File: src/ltp_params.svh
`ifndef LTP_PARAMS_SVH
`define LTP_PARAMS_SVH
`define LTP_RAW_STATUS_OFF 8'h00
`define LTP_MASKED_STATUS_OFF 8'h04
`define LTP_ENABLE_SET_OFF 8'h08
`define LTP_ENABLE_CLEAR_OFF 8'h0c
`define LTP_PHY_CTRL_OFF 8'h10
`define LTP_TRAP_BIT 2
`define LTP_STROBE_SEL_BIT 7
`define LTP_PWRDN_BIT 6
`define LTP_LAT_LSB 0
`define LTP_LAT_W 3
`define LTP_RESET_VALUE 32'h0000_0000
`define LTP_AXI_OKAY 2'h0
`define LTP_AXI_SLVERR 2'h2
`endif

File: src/ltp_pkg.sv
package ltp_pkg;
  typedef enum logic [1:0] {
    SEL_NONE,
    SEL_MATCH,
    SEL_BAD
  } ltp_sel_t;
  typedef struct packed {
    logic raw_trap_flag;
    logic masked_trap_flag;
    logic trap_enable;
    logic strobe_gating_select;
    logic rx_power_down;
    logic [2:0] read_latency;
    logic irq;
  } ltp_core_t;
endpackage : ltp_pkg

File: src/ltp_top.sv
`timescale 1ns/1ps
`include "ltp_params.svh"
module ltp_top (
  // clock and reset
  input wire logic clock,
  input wire logic reset_n,
  // trap event from command path
  input wire logic illegal_access,
  // axi4-lite write address
  input wire logic [7:0] s_axi_awaddr,
  input wire logic s_axi_awvalid,
  output logic s_axi_awready,
  // axi4-lite write data
  input wire logic [31:0] s_axi_wdata,
  input wire logic [3:0] s_axi_wstrb,
  input wire logic s_axi_wvalid,
  output logic s_axi_wready,
  // axi4-lite write response
  output logic [1:0] s_axi_bresp,
  output logic s_axi_bvalid,
  input wire logic s_axi_bready,
  // axi4-lite read address
  input wire logic [7:0] s_axi_araddr,
  input wire logic s_axi_arvalid,
  output logic s_axi_arready,
  // axi4-lite read data
  output logic [31:0] s_axi_rdata,
  output logic [1:0] s_axi_rresp,
  output logic s_axi_rvalid,
  input wire logic s_axi_rready,
  // phy controls and interrupt
  output logic strobe_gating_select,
  output logic rx_power_down,
  output logic [2:0] read_latency,
  output logic irq
);
  typedef struct packed {
    logic aw_held;
    logic [7:0] awaddr;
    logic w_held;
    logic [31:0] wdata;
    logic [3:0] wstrb;
    logic bvalid;
    logic [1:0] bresp;
    logic rvalid;
    logic [31:0] rdata;
    logic [1:0] rresp;
  } ltp_bus_t;

  function automatic logic addr_ok(input logic [7:0] a);
    addr_ok = (a == `LTP_RAW_STATUS_OFF) || (a == `LTP_MASKED_STATUS_OFF) ||
              (a == `LTP_ENABLE_SET_OFF) || (a == `LTP_ENABLE_CLEAR_OFF) ||
              (a == `LTP_PHY_CTRL_OFF);
  endfunction : addr_ok

  logic rst_n;
  ltp_bus_t b_q;
  ltp_bus_t b_d;
  ltp_pkg::ltp_core_t st;
  logic do_wr;
  logic wr_raw;
  logic wr_masked;
  logic wr_set;
  logic wr_clear;
  logic wr_phy;
  logic [31:0] rd_word;

  ltp_reset_sync u_rst (
    .clock(clock),
    .reset_n(reset_n),
    .sync_reset_n(rst_n)
  );

  ltp_core u_core (
    .clock(clock),
    .rst_n(rst_n),
    .illegal_access(illegal_access),
    .wr_raw(wr_raw),
    .wr_masked(wr_masked),
    .wr_set(wr_set),
    .wr_clear(wr_clear),
    .wr_phy(wr_phy),
    .wdata(b_q.wdata),
    .state(st)
  );

  // write commits once both halves held and no response pending
  assign do_wr = b_q.aw_held && b_q.w_held && !b_q.bvalid;
  // only the lane holding bit 2 / bits 7..0 matters
  assign wr_raw = do_wr && b_q.wstrb[0] && (b_q.awaddr == `LTP_RAW_STATUS_OFF);
  assign wr_masked = do_wr && b_q.wstrb[0] && (b_q.awaddr == `LTP_MASKED_STATUS_OFF);
  assign wr_set = do_wr && b_q.wstrb[0] && (b_q.awaddr == `LTP_ENABLE_SET_OFF);
  assign wr_clear = do_wr && b_q.wstrb[0] && (b_q.awaddr == `LTP_ENABLE_CLEAR_OFF);
  assign wr_phy = do_wr && b_q.wstrb[0] && (b_q.awaddr == `LTP_PHY_CTRL_OFF);

  always_comb begin
    rd_word = `LTP_RESET_VALUE;
    if (s_axi_araddr == `LTP_RAW_STATUS_OFF) begin
      rd_word[`LTP_TRAP_BIT] = st.raw_trap_flag;
    end else if (s_axi_araddr == `LTP_MASKED_STATUS_OFF) begin
      rd_word[`LTP_TRAP_BIT] = st.masked_trap_flag;
    end else if (s_axi_araddr == `LTP_ENABLE_SET_OFF) begin
      rd_word[`LTP_TRAP_BIT] = st.trap_enable;
    end else if (s_axi_araddr == `LTP_ENABLE_CLEAR_OFF) begin
      rd_word[`LTP_TRAP_BIT] = st.trap_enable;
    end else if (s_axi_araddr == `LTP_PHY_CTRL_OFF) begin
      rd_word[`LTP_STROBE_SEL_BIT] = st.strobe_gating_select;
      rd_word[`LTP_PWRDN_BIT] = st.rx_power_down;
      rd_word[`LTP_LAT_LSB +: `LTP_LAT_W] = st.read_latency;
    end
  end

  always_comb begin
    b_d = b_q;
    if (s_axi_awvalid && !b_q.aw_held) begin
      b_d.aw_held = 1'b1;
      b_d.awaddr = s_axi_awaddr;
    end
    if (s_axi_wvalid && !b_q.w_held) begin
      b_d.w_held = 1'b1;
      b_d.wdata = s_axi_wdata;
      b_d.wstrb = s_axi_wstrb;
    end
    if (do_wr) begin
      b_d.bvalid = 1'b1;
      b_d.bresp = addr_ok(b_q.awaddr) ? `LTP_AXI_OKAY : `LTP_AXI_SLVERR;
    end
    if (b_q.bvalid && s_axi_bready) begin
      b_d.bvalid = 1'b0;
      b_d.aw_held = 1'b0;
      b_d.w_held = 1'b0;
    end
    if (s_axi_arvalid && !b_q.rvalid) begin
      b_d.rvalid = 1'b1;
      b_d.rdata = rd_word;
      b_d.rresp = addr_ok(s_axi_araddr) ? `LTP_AXI_OKAY : `LTP_AXI_SLVERR;
    end else if (b_q.rvalid && s_axi_rready) begin
      b_d.rvalid = 1'b0;
    end
  end

  always_ff @(posedge clock or negedge rst_n) begin
    if (!rst_n) begin
      b_q <= '0;
    end else begin
      b_q <= b_d;
    end
  end

  assign s_axi_awready = !b_q.aw_held;
  assign s_axi_wready = !b_q.w_held;
  assign s_axi_bvalid = b_q.bvalid;
  assign s_axi_bresp = b_q.bresp;
  assign s_axi_arready = !b_q.rvalid;
  assign s_axi_rvalid = b_q.rvalid;
  assign s_axi_rdata = b_q.rdata;
  assign s_axi_rresp = b_q.rresp;
  assign strobe_gating_select = st.strobe_gating_select;
  assign rx_power_down = st.rx_power_down;
  assign read_latency = st.read_latency;
  assign irq = st.irq;
endmodule : ltp_top

File: src/ltp_reset_sync.sv
`timescale 1ns/1ps
module ltp_reset_sync (
  // clock and raw reset
  input wire logic clock,
  input wire logic reset_n,
  // released reset
  output logic sync_reset_n
);
  typedef struct packed {
    logic first;
    logic second;
  } ltp_rs_t;
  ltp_rs_t s_q;
  ltp_rs_t s_d;
  always_comb begin
    s_d.first = 1'b1;
    s_d.second = s_q.first;
  end
  always_ff @(posedge clock or negedge reset_n) begin
    if (!reset_n) begin
      s_q <= '0;
    end else begin
      s_q <= s_d;
    end
  end
  assign sync_reset_n = s_q.second;
endmodule : ltp_reset_sync

File: src/ltp_core.sv
`timescale 1ns/1ps
`include "ltp_params.svh"
module ltp_core (
  // clock and reset
  input wire logic clock,
  input wire logic rst_n,
  // trap event
  input wire logic illegal_access,
  // decoded write strobes, data
  input wire logic wr_raw,
  input wire logic wr_masked,
  input wire logic wr_set,
  input wire logic wr_clear,
  input wire logic wr_phy,
  input wire logic [31:0] wdata,
  // state
  output ltp_pkg::ltp_core_t state
);
  ltp_pkg::ltp_core_t c_q;
  ltp_pkg::ltp_core_t c_d;
  logic trap_clr;
  logic en_set;
  logic en_clr;
  always_comb begin
    c_d = c_q;
    trap_clr = (wr_raw | wr_masked) & wdata[`LTP_TRAP_BIT];
    en_set = wr_set & wdata[`LTP_TRAP_BIT];
    en_clr = wr_clear & wdata[`LTP_TRAP_BIT];
    // both written together: disabled
    if (en_set && en_clr) begin
      c_d.trap_enable = 1'b0;
    end else if (en_set) begin
      c_d.trap_enable = 1'b1;
    end else if (en_clr) begin
      c_d.trap_enable = 1'b0;
    end
    // event wins over clear
    if (illegal_access) begin
      c_d.raw_trap_flag = 1'b1;
    end else if (trap_clr) begin
      c_d.raw_trap_flag = 1'b0;
    end
    if (illegal_access && c_q.trap_enable) begin
      c_d.masked_trap_flag = 1'b1;
    end else if (trap_clr) begin
      c_d.masked_trap_flag = 1'b0;
    end
    if (wr_phy) begin
      c_d.strobe_gating_select = wdata[`LTP_STROBE_SEL_BIT];
      c_d.rx_power_down = wdata[`LTP_PWRDN_BIT];
      c_d.read_latency = wdata[`LTP_LAT_LSB +: `LTP_LAT_W];
    end
    c_d.irq = c_d.masked_trap_flag;
  end
  always_ff @(posedge clock or negedge rst_n) begin
    if (!rst_n) begin
      c_q <= '0;
    end else begin
      c_q <= c_d;
    end
  end
  assign state = c_q;
endmodule : ltp_core

File: config.mk
export PLATFORM = sky130hd
export DESIGN_NAME = ltp_top
export DESIGN_NICKNAME = d
export VERILOG_FILES = /design/src/ltp_pkg.sv /design/src/ltp_top.sv /design/src/ltp_reset_sync.sv /design/src/ltp_core.sv
export VERILOG_INCLUDE_DIRS = /design/src /design/src/src
export SDC_FILE = /design/constraint.sdc
export NUM_CORES = 1
export LEC_CHECK = 0
export ABC_AREA = 1
export BUFFER_PORTS_ARGS = -buffer_cell sky130_fd_sc_hd__clkbuf_2
export CORE_MARGIN = 4
export CORE_UTILIZATION = 47
export DETAILED_ROUTE_END_ITERATION = 12
export GPL_ROUTABILITY_DRIVEN = 0
export PLACE_DENSITY_LB_ADDON = 0.08
export REMOVE_ABC_BUFFERS = 1
export SLEW_MARGIN = 20
export SYNTH_ARGS = -nofsm -noshare
export SYNTH_HDL_FRONTEND = slang
export SYNTH_SLANG_ARGS = --single-unit
File: constraint.sdc
create_clock -name clock -period 2 [get_ports clock]
set_input_delay 0.4 -clock clock [delete_from_list [all_inputs] [get_ports clock]]
set_output_delay 0.4 -clock clock [all_outputs]
set_load 0.02 [all_outputs]
==> flow_summary.ini <==
[floorplan]
dieHeight_microns = 70.6
initial_core_util_pct = 49.5
num_rows = 22
die_area_sq_um = 4980
num_io_pins = 107
die_w_microns = 70.6
core_area_sq_um = 3720

[timing]
rsz0062_at_grt = no
min_period_ns = 1.35
setup_viol = 0
final.setup_skew_ns = 0.00407
tns_ns = 0
final_hold_viol_count = 0
report.final.slew_viol_count = 0
max_freq_mhz = 738
fin_crit_sh_pct = 67.7
layout_setup_ws_ns = 0.645
finalHoldWorstSlack_ns = 0.274

[routing]
first_iter_violations = 32
antenna_left = 0
routedWlPerCell_microns = 10.1
drc = 0
vias_per_cell = 4.31
dr.pass1.iters = 4
vias = 1298
finalWirelength_microns = 3050

[logic_synthesis]
ys_seq_elements = 35
yosysWarnings = 0
synth.yosys.seq_area_share_pct = 47.6
synth.distinct_cells = 18
synth_edf_count = 0
synth_area_per_cell_sq_um = 8.84
syn_inst = 208
synth_area_sq_um = 1840
synth_ff_type = dfrtp_1
synth_async_sr_flop_share_pct = 100

[grt]
busiest_layer = met2
grt_pass1_vias = 1200
grt_util_met2_pct = 20.5
grt_use_total_pct = 13.0
grt_pass1_wl_microns = 5220
met3_usage_pct = 5.26
use_met1_pct = 16.5
antenna_found_initial = 0
grt_overflow_total = 0
grt_max_degree = 34

[clocking]
clockBufferDepth = 2
cts_tree = yes
cts-root-buf = clkbuf_8
cts_sinks = 35
cts_hold_buf = 1
post_cts_buffers = 0
ctsResizeCount = 0
h-tree-depth = 2
numCtsBuffers = 5
clock_latency_ns = 0.28
cts.clk_slew.worst_paths_ns = 0.07

[worst_setup_path]
crit_type = reg2out
worstSetupStartpointType = flop
path_delay_family = flip-flops
worst-path-buf-inv = 2
end_kind = output pin
arrival_ns = 0.95
cp_data_required_time_ns = 1.60
slowest_delay_ns = 0.41
path_max_fanout = 3
path_cells = inv_1 -> clkbuf_2
cpMaxStageDelayCell = dfrtp_1

[power]
ir_drop_v = 0.000785
power_density_nw_per_um2 = 1090
p_leak_uw = 0.00116

[hold_path]
min_path_type = reg2async

[final_layout]
diodes = 0
fillerInstances = 378
finalNonFillerCells = 301
drive_above_1_share_pct = 28.5
nets = 312
area_growth_pct = 11.0

[job]
maxCapViolCount = 0

[placement]
dpl.cell_count = 292
port_buffers = 47
preCtsSetupSlack_ns = 0.664
dp_hpwl_microns = 2430

[outcome]
outcome = finished clean
path summary, 6_finish.rpt:
| kind | startpoint | end | slack (ns) | cells past startpoint |
|---|---|---|---|---|
| min in group clock | s_axi_rready | s_axi_rvalid$_DFFE_PN0P_ | 0.30 | 2 |
| worst max-delay path | b_q[74]$_DFFE_PN0P_ | s_axi_wready | 0.65 | 2 |
| worst min-delay path | u_rst.sync_reset_n$_DFF_PN0_ | u_core.state[1]$_DFFE_PN0P_ | 0.27 | 1 |
| worst min register to register | u_rst.sync_reset_n$_DFF_PN0_ | u_core.state[1]$_DFFE_PN0P_ | 0.27 | 1 |
| max in group asynchronous | u_rst.sync_reset_n$_DFF_PN0_ | s_axi_rdata[2]$_DFFE_PN0P_ | 1.43 | 1 |
| worst max register to register | b_q[76]$_DFFE_PN0P_ | u_core.state[4]$_DFFE_PN0P_ | 0.67 | 6 |
per-stage QoR:
step,util [%],total power (uW),area (sq um)
after floorplan,-,1570,1640
after global placement,52.4,1750,1950
after detailed placement,52.4,1760,1950
after CTS,54.9,2250,2040
after global routing,54.9,2380,2040
final,54.9,2220,2040
cells in the final DEF (no fill, tap or decap):
cell type,count
nand3_1,13
nor2_1,18
dlygate4sd3_1,1
a21oi_1,8
nor3_4,1
a21o_1,1
clkinv_2,3
nand2_2,1
clkbuf_2,47
mux2_2,10
inv_1,19
dfrtp_1,35
clkbuf_8,5
nor2_4,2
nand3_2,1
nand4_1,2
nand2_1,48
o211ai_1,1
buf_4,1
conb_1,30
o21ai_0,5
nand2_4,1
worst register-to-register path, cell delays in order, from the launching register on:
cell     delay, ns
dfrtp_1       0.41
nor2_4        0.15
nand2_2       0.09
nor3_4        0.34
nand2_4       0.10
nand2_1       0.08
nand2_1       0.05
layer usage:
metal	vias up	wire, microns
li1	672	-
met1	574	1320
met2	48	1390
met3	4	307
met4	0	34
met5	-	0
logic make-up after synthesis:
group	after synthesis	share of synthesized area (%)
AOI/OAI and AO/OA	15	4.35
buffers and inverters	59	20.2
muxes	10	6.12
other	2	0.408
and+or+nand+nor	87	21.3
DFF	35	47.6
flip-flops by register name, summed over array words and instances (netlist names):
name                cells
u_rst.s_d               1
s_axi_bresp             1
s_axi_rresp             1
b_q                    16
s_axi_rvalid            1
u_core.state            8
u_rst.sync_reset_n      1
s_axi_rdata             5
s_axi_bvalid            1
final cells by class:
| type | instances | area [sq um] | share of cell area, % |
|---|---|---|---|
| repair buffers | 49 | 253 | 12.4 |
| clock buffers | 5 | 68.8 | 3.37 |
| flip-flops and latches | 35 | 876 | 42.9 |
| well taps | 48 | 60.1 | 2.94 |
| inverters | 19 | 71.3 | 3.49 |
| multi-input cells | 142 | 697 | 34.2 |
| clock inverters | 3 | 15.0 | 0.736 |
cells in the mapped netlist, types with 2 or more instances:
library cell	n	area share (%)
nor2_4	2	1.2
nand3_1	13	3.5
nand2_1	48	9.8
o21ai_0	5	1.4
dfrtp_1	35	48
nor2_1	18	3.7
a21oi_1	8	2.2
mux2_2	10	6.1
nand4_1	2	0.68
inv_1	19	3.9
buf_4	40	16
conb_1	2	0.41
where the power goes:
part / switching (uW) / internal (uW)
combinational: 427 / 259
clock: 246 / 238
sequential: 137 / 912
total: 810 / 1410
No activity file was read; power rests on OpenSTA's default activity.
